## src/logic/algo_debug_params.svh

```systemverilog
`ifndef ALGO_DEBUG_PARAMS_SVH
`define ALGO_DEBUG_PARAMS_SVH

// register map: printed offset is not a multiple of four, so it is an index
`define ALGO_DEBUG_CONTROL_IDX 12'h0ee
`define ALGO_DEBUG_CONTROL_ADDR 14'h03b8
`define MEASURE_STATUS_ADDR 14'h03bc
`define MEASURE_STATUS_IDX 12'h0ef
`define ALGO_DEBUG_CONTROL_RST 32'h0000_0000
`define ADDR_W 14

// field positions
`define BYPASS_BIT 26
`define VD_HI 25
`define VD_LO 16
`define VQ_HI 15
`define VQ_LO 6
`define LAUNCH_BIT 5
`define RES_EN_BIT 4
`define IND_EN_BIT 3
`define KE_EN_BIT 2
`define MECH_EN_BIT 1
`define COMMIT_BIT 0

// voltage code boundaries
`define CODE_POS_MAX 10'h1f4
`define CODE_NEG_BASE 10'h200
`define CODE_NEG_MAX 10'h3e8

// axi responses
`define RESP_OKAY 2'h0
`define RESP_SLVERR 2'h2

`endif

```

## src/logic/algo_debug_pkg.sv

```systemverilog
package algo_debug_pkg;
  typedef enum logic [2:0] {
    ST_IDLE, ST_RES, ST_IND, ST_KE, ST_MECH
  } measure_e;
endpackage

```

## src/logic/foc_debug_override_control.sv

```systemverilog
// The AXI4-Lite register port was chosen for this implementation.
`timescale 1ns/1ps
`include "algo_debug_params.svh"

// Overview of operation
// RULE_01: 32-bit write-only debug control register at EEh, resets to zero.
// RULE_02: bypass bit 26 disables current and speed loops, forces voltages.
// RULE_03: direct voltage from bits 25-16: <500 positive, >512 negative; the code also takes code 500 as a valid positive value.
// RULE_04: quadrature voltage from bits 15-6, same coding; valid 0-500,512-1000.
// RULE_05: writing 1 to bit 5 starts the parameter measurement routine.
// RULE_06: resistance measured only when bit 4 is set.
// RULE_07: inductance measured only when bit 3 is set.
// RULE_08: back-EMF constant measured only when bit 2 is set.
// RULE_09: mechanical parameters measured only when bit 1 is set.
// RULE_10: writing 1 to bit 0 copies measured results into shadow storage.
// RULE_11: software picks enables before launch, commits after completion.
module foc_debug_override_control (
  input wire logic aclk,
  input wire logic aresetn,
  input wire logic [13:0] s_axi_awaddr,
  input wire logic [2:0] s_axi_awprot,
  input wire logic s_axi_awvalid,
  output logic s_axi_awready,
  input wire logic [31:0] s_axi_wdata,
  input wire logic [3:0] s_axi_wstrb,
  input wire logic s_axi_wvalid,
  output logic s_axi_wready,
  output logic [1:0] s_axi_bresp,
  output logic s_axi_bvalid,
  input wire logic s_axi_bready,
  input wire logic [13:0] s_axi_araddr,
  input wire logic [2:0] s_axi_arprot,
  input wire logic s_axi_arvalid,
  output logic s_axi_arready,
  output logic [31:0] s_axi_rdata,
  output logic [1:0] s_axi_rresp,
  output logic s_axi_rvalid,
  input wire logic s_axi_rready,
  output logic regulator_bypass,
  output logic [9:0] direct_voltage_code,
  output logic direct_voltage_negative,
  output logic direct_voltage_valid,
  output logic [9:0] quadrature_voltage_code,
  output logic quadrature_voltage_negative,
  output logic quadrature_voltage_valid,
  output logic measure_start,
  output logic measure_resistance,
  output logic measure_inductance,
  output logic measure_back_emf,
  output logic measure_mechanical,
  input wire logic measure_step_done,
  output logic measure_busy,
  output logic shadow_commit
);


  // control register image; launch and commit bits self-clear
  // only the configuration fields are kept: the two command bits
  // would otherwise re-fire on the next write that leaves them set
  logic [31:0] ctrl_r;
  logic [13:0] awaddr_r;
  logic [31:0] wdata_r;
  logic [3:0] wstrb_r;
  logic aw_have_r;
  logic w_have_r;
  logic bvalid_r;
  logic [1:0] bresp_r;
  logic rvalid_r;
  logic [31:0] rdata_r;
  logic [1:0] rresp_r;
  logic start_r;
  logic commit_r;
  logic results_ready_r;

  // sequencer state; one step of the routine is active at a time
  algo_debug_pkg::measure_e state_r;
  algo_debug_pkg::measure_e state_nxt;

  // write channel capture, either order
  // each channel is latched on its own handshake, so the master
  // may offer address and data in any order or together;
  // nothing new is taken while a response is still pending
  wire aw_take = s_axi_awvalid && !aw_have_r && !bvalid_r;
  wire w_take = s_axi_wvalid && !w_have_r && !bvalid_r;
  wire wr_go = aw_have_r && w_have_r && !bvalid_r;
  wire wr_hit = awaddr_r[13:2] == `ALGO_DEBUG_CONTROL_IDX; // RULE_01
  wire wr_ctrl = wr_go && wr_hit;
  wire wr_status = awaddr_r[13:2] == `MEASURE_STATUS_IDX;

  // ready lines are combinational: a channel is taken in the
  // same cycle it is offered, costing no wait state
  assign s_axi_awready = aw_take;
  assign s_axi_wready = w_take;
  assign s_axi_bvalid = bvalid_r;
  assign s_axi_bresp = bresp_r;


  // byte-lane merge of the new control word
  // lanes that are not strobed keep their old value, so a narrow
  // write can change the direct voltage field without touching enables
  wire [31:0] strb_mask = {{8{wstrb_r[3]}}, {8{wstrb_r[2]}},
                           {8{wstrb_r[1]}}, {8{wstrb_r[0]}}};
  wire [31:0] ctrl_merge = (ctrl_r & ~strb_mask) | (wdata_r & strb_mask);


  // launch only from idle; a launch mid-routine is dropped
  // both command bits need their own lane strobed, so a partial
  // write aimed at the upper fields never starts or commits
  wire launch_hit = wr_ctrl && ctrl_merge[`LAUNCH_BIT] &&
                    strb_mask[`LAUNCH_BIT]; // RULE_05
  wire commit_hit = wr_ctrl && ctrl_merge[`COMMIT_BIT] &&
                    strb_mask[`COMMIT_BIT]; // RULE_10


  // address and data holding registers
  always_ff @(posedge aclk) begin
    if (!aresetn) begin
      aw_have_r <= 1'b0;
      w_have_r <= 1'b0;
      awaddr_r <= '0;
      wdata_r <= '0;
      wstrb_r <= '0;
    end else begin
      if (aw_take) begin
        aw_have_r <= 1'b1;
        awaddr_r <= s_axi_awaddr;
      end else if (wr_go) begin
        aw_have_r <= 1'b0;
      end
      if (w_take) begin
        w_have_r <= 1'b1;
        wdata_r <= s_axi_wdata;
        wstrb_r <= s_axi_wstrb;
      end else if (wr_go) begin
        w_have_r <= 1'b0;
      end
    end
  end


  // write response; unmapped writes get slverr
  // the status word is read-only: a write there is answered okay
  // and ignored, so software probing the map does not see errors
  always_ff @(posedge aclk) begin
    if (!aresetn) begin
      bvalid_r <= 1'b0;
      bresp_r <= `RESP_OKAY;
    end else if (wr_go) begin
      bvalid_r <= 1'b1;
      bresp_r <= (wr_hit || wr_status) ? `RESP_OKAY : `RESP_SLVERR;
    end else if (s_axi_bready) begin
      bvalid_r <= 1'b0;
    end
  end


  // control register; command bits do not stay set
  // updated on the same edge that raises the write response
  always_ff @(posedge aclk) begin
    if (!aresetn) begin
      ctrl_r <= `ALGO_DEBUG_CONTROL_RST; // RULE_01
    end else if (wr_ctrl) begin
      ctrl_r <= ctrl_merge & ~((32'h1 << `LAUNCH_BIT) |
                               (32'h1 << `COMMIT_BIT));
    end
  end


  // read side: control register is write-only, reads back zero
  // the status word is the only way software can see that the
  // routine has finished before it asks for a commit
  wire ar_take = s_axi_arvalid && !rvalid_r;
  wire rd_ctrl = s_axi_araddr[13:2] == `ALGO_DEBUG_CONTROL_IDX;
  wire rd_status = s_axi_araddr[13:2] == `MEASURE_STATUS_IDX;
  wire [31:0] status_word = {29'h0, results_ready_r, measure_busy,
                             regulator_bypass};

  // read data outputs come straight from their registers; arready is combinational
  assign s_axi_arready = ar_take;
  assign s_axi_rvalid = rvalid_r;
  assign s_axi_rdata = rdata_r;
  assign s_axi_rresp = rresp_r;


  // read response; one read in flight at a time
  always_ff @(posedge aclk) begin
    if (!aresetn) begin
      rvalid_r <= 1'b0;
      rdata_r <= '0;
      rresp_r <= `RESP_OKAY;
    end else if (ar_take) begin
      rvalid_r <= 1'b1;
      rdata_r <= rd_status ? status_word : 32'h0; // RULE_01
      rresp_r <= (rd_ctrl || rd_status) ? `RESP_OKAY : `RESP_SLVERR;
    end else if (s_axi_rready) begin
      rvalid_r <= 1'b0;
    end
  end


  // voltage override outputs straight from the register
  // the loops downstream only honour the forced references while
  // this bit is high; clearing it hands control back at once
  assign regulator_bypass = ctrl_r[`BYPASS_BIT]; // RULE_02
  wire [9:0] vd_raw = ctrl_r[`VD_HI:`VD_LO];
  wire [9:0] vq_raw = ctrl_r[`VQ_HI:`VQ_LO];

  // both axes share one coding, so one decoder serves each
  // magnitude is code or code-512, divided by 500 downstream
  voltage_code_decode #(.W(10)) i_vd_decode ( // RULE_03
    .bypass(regulator_bypass),
    .raw(vd_raw),
    .magnitude(direct_voltage_code),
    .negative(direct_voltage_negative),
    .valid(direct_voltage_valid)
  );

  // quadrature axis, same coding and the same valid ranges
  voltage_code_decode #(.W(10)) i_vq_decode ( // RULE_04
    .bypass(regulator_bypass),
    .raw(vq_raw),
    .magnitude(quadrature_voltage_code),
    .negative(quadrature_voltage_negative),
    .valid(quadrature_voltage_valid)
  );

  // enables read from the register decide which steps run
  // they are read live from the register, so software must not
  // change them while the routine is busy
  wire en_res = ctrl_r[`RES_EN_BIT];
  wire en_ind = ctrl_r[`IND_EN_BIT];
  wire en_ke = ctrl_r[`KE_EN_BIT];
  wire en_mech = ctrl_r[`MECH_EN_BIT];


  // step sequencer: skips disabled measurements
  // order is fixed: resistance, inductance, back-emf, mechanical;
  // each step ends on a done pulse from the measuring engine
  // a launch with no enables pulses start but never leaves idle
  always_comb begin
    state_nxt = state_r;
    case (state_r)
      algo_debug_pkg::ST_IDLE: begin
        if (start_r) begin
          if (en_res) state_nxt = algo_debug_pkg::ST_RES; // RULE_06
          else if (en_ind) state_nxt = algo_debug_pkg::ST_IND; // RULE_07
          else if (en_ke) state_nxt = algo_debug_pkg::ST_KE; // RULE_08
          else if (en_mech) state_nxt = algo_debug_pkg::ST_MECH; // RULE_09
        end
      end
      algo_debug_pkg::ST_RES: begin
        if (measure_step_done) begin
          if (en_ind) state_nxt = algo_debug_pkg::ST_IND; // RULE_07
          else if (en_ke) state_nxt = algo_debug_pkg::ST_KE;
          else if (en_mech) state_nxt = algo_debug_pkg::ST_MECH;
          else state_nxt = algo_debug_pkg::ST_IDLE;
        end
      end
      algo_debug_pkg::ST_IND: begin
        if (measure_step_done) begin
          if (en_ke) state_nxt = algo_debug_pkg::ST_KE; // RULE_08
          else if (en_mech) state_nxt = algo_debug_pkg::ST_MECH;
          else state_nxt = algo_debug_pkg::ST_IDLE;
        end
      end
      algo_debug_pkg::ST_KE: begin
        if (measure_step_done) begin
          if (en_mech) state_nxt = algo_debug_pkg::ST_MECH; // RULE_09
          else state_nxt = algo_debug_pkg::ST_IDLE;
        end
      end
      algo_debug_pkg::ST_MECH: begin
        if (measure_step_done) state_nxt = algo_debug_pkg::ST_IDLE;
      end
      default: state_nxt = algo_debug_pkg::ST_IDLE;
    endcase
  end


  // launch strobe held one cycle so the new enables are in ctrl_r
  // results_ready clears on a fresh start and sets as the last
  // step finishes; the two events never meet in one cycle
  always_ff @(posedge aclk) begin
    if (!aresetn) begin
      state_r <= algo_debug_pkg::ST_IDLE;
      start_r <= 1'b0;
      commit_r <= 1'b0;
      results_ready_r <= 1'b0;
    end else begin
      state_r <= state_nxt;
      start_r <= launch_hit && !measure_busy; // RULE_05
      commit_r <= commit_hit; // RULE_10
      if (start_r && !measure_busy) results_ready_r <= 1'b0;
      else if (measure_busy && state_nxt == algo_debug_pkg::ST_IDLE)
        results_ready_r <= 1'b1;
    end
  end


  // step outputs decode the state register directly
  assign measure_busy = state_r != algo_debug_pkg::ST_IDLE;
  assign measure_start = start_r;
  assign measure_resistance = state_r == algo_debug_pkg::ST_RES; // RULE_06
  assign measure_inductance = state_r == algo_debug_pkg::ST_IND; // RULE_07
  assign measure_back_emf = state_r == algo_debug_pkg::ST_KE; // RULE_08
  assign measure_mechanical = state_r == algo_debug_pkg::ST_MECH; // RULE_09
  // commit is not gated by the routine; software owns the timing
  assign shadow_commit = commit_r; // RULE_10

endmodule

// one axis of the forced voltage decode
// width stays at the field's documented ten bits
module voltage_code_decode #(
  parameter int W = 10
) (
  input wire logic bypass,
  input wire logic [W-1:0] raw,
  output logic [W-1:0] magnitude,
  output logic negative,
  output logic valid
);

  // code 512 itself means zero, so the offset applies from 512 up
  wire upper_half = raw >= `CODE_NEG_BASE; // RULE_03
  wire in_pos_range = raw <= `CODE_POS_MAX; // RULE_04
  wire in_neg_range = upper_half && (raw <= `CODE_NEG_MAX); // RULE_04

  // sign only strictly above 512, so 512 reads as plus zero
  assign negative = raw > `CODE_NEG_BASE; // RULE_03

  // kept as an integer code; the divide by 500 happens downstream
  assign magnitude = upper_half ? raw - `CODE_NEG_BASE : raw; // RULE_03

  // invalid codes still pass through but are flagged, so the loop
  // can hold its last good reference instead of a wild value
  assign valid = bypass && (in_pos_range || in_neg_range); // RULE_04

endmodule

```

## config.mk

```make
export PLATFORM = sky130hd
export DESIGN_NAME = foc_debug_override_control
export DESIGN_NICKNAME = d
export VERILOG_FILES = /design/src/logic/algo_debug_pkg.sv /design/src/logic/foc_debug_override_control.sv
export VERILOG_INCLUDE_DIRS = /design/src /design/src/logic
export SDC_FILE = /design/constraint.sdc
export NUM_CORES = 1
export LEC_CHECK = 0
export ABC_CLOCK_PERIOD_IN_PS = 4680
export BUFFER_PORTS_ARGS = -buffer_cell sky130_fd_sc_hd__buf_2
export CAP_MARGIN = 5
export CORE_MARGIN = 2
export CORE_UTILIZATION = 53
export CTS_CLUSTER_DIAMETER = 60
export DETAILED_ROUTE_END_ITERATION = 12
export PLACE_DENSITY = 0.95
export SLEW_MARGIN = 20
export SYNTH_ARGS = -nofsm -noshare
export SYNTH_HDL_FRONTEND = slang
export SYNTH_SLANG_ARGS = --single-unit
```

## constraint.sdc

```tcl
create_clock -name aclk -period 4.68 [get_ports aclk]
set_clock_uncertainty 0.15 [all_clocks]
set_input_delay 0.234 -clock aclk [delete_from_list [all_inputs] [get_ports aclk]]
set_output_delay 0.234 -clock aclk [all_outputs]
set_load 0.03 [all_outputs]
```

# Yosys cells after proc, flatten, opt, wreduce, memory -nomap -nowiden
# Cells that the tools add are included.
# totals
ff_bits	126
in_bits	78
output_inout_bits	73
word_cells	99
# classes
add_sub_neg	2
order_cmp	8
n_eq_ne	8
n_mux	25
bitwise	5
reduce_logical	36
# op_table
cell	count
bitwise AND 32 bit	2
equality test 12 x 8 -> 1 bit, second input constant	4
two-way mux 3 bit	13
NOT 32 bit	1
OR 32 bit	1
greater-or-equal comparator 10 bit, second input constant	2
greater-than comparator 10 bit, second input constant	2
<= comparator 10 bit, second input constant	2
<= comparator 10 x 9 -> 1 bit, second input constant	2
two-way mux 10 bit	2
subtractor 10 bit, second input constant	2
logical AND 1 bit	19
one-hot mux 3 bit (5 select lines)	1
nonzero test 2 bit	4
two-way mux 1 bit	7
equality test 3 x 2 -> 1 bit, second input constant	2
logical NOT 3 bit	2
logical NOT 1 bit	5
logical OR 1 bit	4
two-way mux 2 bit	2
equality test 3 x 1 -> 1 bit, second input constant	1
equality test 3 bit, second input constant	1
nonzero test 3 bit	1
OR reduction 2 bit	1
NOT 1 bit	1

# Depth between registers and ports, before layout
# depth
word_depth	8
depth_mapped	6
mapped_depth_nobuf	5

# Cells and area by module
# A second synthesis with hierarchy kept.
# hier_totals
cells_unflattened	477
hier_area_um2	3762.4
# modules_own_cells
module	instances	cells_per_inst	area_per_inst_um2	seq_area_each_um2
foc_debug_override_control	1	433	3467.1	1661.6
voltage_code_decode	2	22	147.6	0.0

# Worst setup path before layout
# OpenSTA, ideal clock, no wires.
# synth_path
path_type	reg2reg
start	register state_r[2]
end	register results_ready_r
setup_time_ps	128
t_arrival_ps	1760
required_ps	4402
path_slack_ps	2641
stages_incl_launch_ff	6
synth_period_minus_slack_ps	2039
path_cell_list	dfxtp_1 -> clkbuf_1 -> nor3b_1 -> nor2b_1 -> a311o_1 -> o31ai_1
# synth_lines
item	line	source
start, declared	foc_debug_override_control.sv:76	algo_debug_pkg::measure_e state_r;
start signal, assigned	foc_debug_override_control.sv:285	state_r <= algo_debug_pkg::ST_IDLE;
start signal, assigned	foc_debug_override_control.sv:290	state_r <= state_nxt;
equality test 3 bit	n/a	
named net measure_mechanical	foc_debug_override_control.sv:50	output logic measure_mechanical,
one-hot mux 3 bit (5 select lines)	foc_debug_override_control.sv:242	case (state_r)
logical NOT 3 bit	foc_debug_override_control.sv:294	else if (measure_busy && state_nxt == algo_debug_pkg::ST_IDLE)
logical AND 1 bit	foc_debug_override_control.sv:294	
end signal, assigned	foc_debug_override_control.sv:288	results_ready_r <= 1'b0;
end signal, assigned	foc_debug_override_control.sv:293	if (start_r && !measure_busy) results_ready_r <= 1'b0;
end signal, assigned	foc_debug_override_control.sv:295	results_ready_r <= 1'b1;
end, declared	foc_debug_override_control.sv:73	logic results_ready_r;
# The timed path passes the listed nets, and every way through them passes these cells.
# A chain may end at the register's enable or synchronous reset.

# Worst setup path after layout
# layout_path
start	register bvalid_r (netlist: s_axi_bvalid)
end	output s_axi_wready
# layout_via
elab_chain_cells	2
# layout_lines
item	line	source
start, declared	foc_debug_override_control.sv:66	logic bvalid_r;
start signal, assigned	foc_debug_override_control.sv:146	bvalid_r <= 1'b0;
start signal, assigned	foc_debug_override_control.sv:149	bvalid_r <= 1'b1;
start signal, assigned	foc_debug_override_control.sv:152	bvalid_r <= 1'b0;
logical NOT 1 bit	foc_debug_override_control.sv:84	wire w_take = s_axi_wvalid && !w_have_r && !bvalid_r;
logical AND 1 bit	foc_debug_override_control.sv:84	
end, declared	foc_debug_override_control.sv:27	output logic s_axi_wready,
# Every way passes these cells.

==> metrics.csv <==
stage;metric;value;unit
cts;CTS Buffer Depth;2;
pwr;peak supply drop;0.000272;V
cts;CTS H-tree depth;3;
sta;Worst-Margin Slew;0.848;ns
cts;CTS buffer count;9;
yosys;Avg Cell Area, Syn;8.36;um^2
yosys;Post-synth EDFFs;0;
yosys;Syn Inst Count;470;
final_layout;share of cells above drive strength 1;0.214;
die;cell row count;31;
drt;via count;3491;
placement;dpl ws;2.11;ns
global_routing;first-pass GRT wire length;15100;um
cts;worst skew pair latency;0.34;ns
drt;DRT iter0 DRCs;159;
sta;Fin Setup TNS;0;ns
critical_path;worst-path cell chain;nor2_1, nand2_2, inv_2, buf_2;
placement;Routability Congestion;0.852;
critical_path;Arrival @ worst endpoint;2.13;ns
pwr;Final Power;1.42;mW
global_routing;largest net degree at the start of global routing;63;
hold_path;min-delay worst type;input port to flip-flop;
placement;IO Port Bufs;102;
final_layout;Area growth syn-to-layout;23.1;%
sta;fmax;0.398;GHz
yosys;top_reg_cell synth;dfxtp_1;
yosys;unique cell type count in the Yosys netlist;46;
drt;vias per inst;5.06;
critical_path;data required time at the worst endpoint;4.30;ns
drt;drc violations;0;
placement;HPWL Detailed;5740;um
yosys;top cells by area, synth;dfxtp_1 42%, nand2_1 14%, buf_4 10%;
sta;minimum clock period after layout;2.51;ns
die;Die Wd;90.1;um
die;Ports;151;
yosys;Ys Warns;0;
placement;dpl cell area;0.00420;mm^2
global_routing;initial antenna violation count;2;
global_routing;Total GRT Usage;0.227;
yosys;mapped cell area;0.00393;mm^2
sta;Final Max Tran Viols;0;
final_layout;cell area after layout;0.00484;mm^2
critical_path;Crit-path slowest cell;inv_2;
sta;unrepaired setup endpoints after global routing;no;
drt;DRT Pass-1 Iters;7;
critical_path;Critical Path Start Type;flip-flop;
yosys;sequential-to-total area share from yosys stat;0.423;
run;max_cap viols;0;
sta;crit share post-route;0.537;
critical_path;max incr delay on CP;0.60;ns
sta;fin worst setup slack;2.17;ns
final_layout;Nets;662;
yosys;fraction of registers with async set/reset;0;
drt;WL/cell;13.7;um
final_layout;commonest non-fill, non-tap cell in the layout;nand2_1;
drt;post-route ant nets;0;
global_routing;grt total ovfl;0;
pwr;Pwr Density;293;mW/mm^2
critical_path;worst-path fanout max;33;
die;core area;0.00721;mm^2
die;die footprint;0.00812;mm^2
yosys;area leader, netlist;dfxtp_1;
yosys;synthesized flop and latch total;83;
final_layout;most frequent cells in the layout;145 x nand2_1, 102 x buf_2, 83 x dfxtp_1;
yosys;top cell type's share of synthesized area;0.423;
critical_path;Worst Setup Path Type;flip-flop to primary output;
critical_path;CP Capture Type;primary output;
die;Starting Density;0.545;
cts;CTS tree;done;
sta;setup violators final;0;
die;Die H;90.1;um
cts;setup bufs post-CTS;0;
cts;clk root buf;clkbuf_8;
cts;Worst-path clk slew;0.08;ns
cts;clk sink count;83;
status;status;finished, final reports clean;
pwr;Leak;2.10;nW
drt;wirelength, routed;9430;um
sta;Slew headroom;0.432;
global_routing;vias in the first global route;3340;
sta;final hold violation count;0;
-- cell usage after synthesis (2+ instances only) --
library cell,number
nor2_1,10
nand2b_1,4
nor3_1,6
clkbuf_1,22
o21ai_0,3
inv_1,6
nor4bb_1,4
nor3b_2,4
inv_2,2
and3b_1,2
a22oi_1,3
buf_4,54
a21oi_1,2
o21a_1,2
nand4_1,3
nor3b_1,3
o211a_1,3
nand4b_1,3
o22ai_1,2
dfxtp_1,83
and3_1,3
mux2i_1,25
and4_1,2
a21boi_1,48
nor2b_1,5
nand2_1,146
-- critical path, delay by kind of cell, from the launching register on --
kind,cells,cell delay (ns)
AND/OR/NAND/NOR,2,0.52
buffers and inverters,2,0.91
flip-flops,1,0.35
-- routing by layer --
| layer | GRT usage | wire, um | vias to the layer above |
|---|---|---|---|
| met5 | 0 | 0 | - |
| met1 | 0.243 | 3720 | 1612 |
| met4 | 0.114 | 291 | 0 |
| li1 | - | - | 1706 |
| met3 | 0.0402 | 440 | 24 |
| met2 | 0.427 | 4980 | 149 |
-- layout make-up --
type | instances | area [um^2]
Clock buffer | 12 | 155
Clock inverter | 4 | 25.0
Timing Repair Buffer | 148 | 968
Antenna cell | 2 | 5.00
Fill cell | 597 | 2380
Inverter | 8 | 30.0
Sequential cell | 83 | 1660
Tap cell | 99 | 124
Multi-Input combinational cell | 334 | 1870
-- logic make-up after synthesis --
group / Yosys count / synth area share
mux: 25 / 0.0637
flops: 83 / 0.423
other cells: 1 / 0.000954
simple gates: 202 / 0.238
compound gates: 73 / 0.139
xor+xnor: 1 / 0.00223
buf+inv: 85 / 0.133
-- timing repair --
action	in CTS	in global routing
gates resized for setup	0	0
hold buffers	44	1
endpoints found under the hold margin	43	1
-- power by group --
group | switching (mW) | internal, mW
Combinational | 0.121 | 0.0779
Clock | 0.247 | 0.220
Sequential | 0.0157 | 0.734
-- worst paths after layout --
check | end | start | cells past startpoint | slack, ns
max | s_axi_wready | s_axi_bvalid | 4 | 2.17
min | awaddr_r[5] | s_axi_awaddr[5] | 3 | 0.02
max reg2reg | flip-flop | s_axi_bvalid | 4 | 2.31
min reg2reg | awaddr_r[12] | awaddr_r[12] | 2 | 0.30
-- per-stage QoR --
step / utilization / hold slack [ns] / instances
2_1_floorplan: - / 0.219 / 502
3_3_place_gp: 0.582 / 0.287 / 627
3_5_place_dp: 0.582 / 0.292 / 627
4_1_cts: 0.668 / 0.0000583 / 687
5_1_grt: 0.671 / 0.0159 / 690
6_report: 0.671 / 0.0170 / 690
Note: power is estimated with default switching activity, not from simulation.
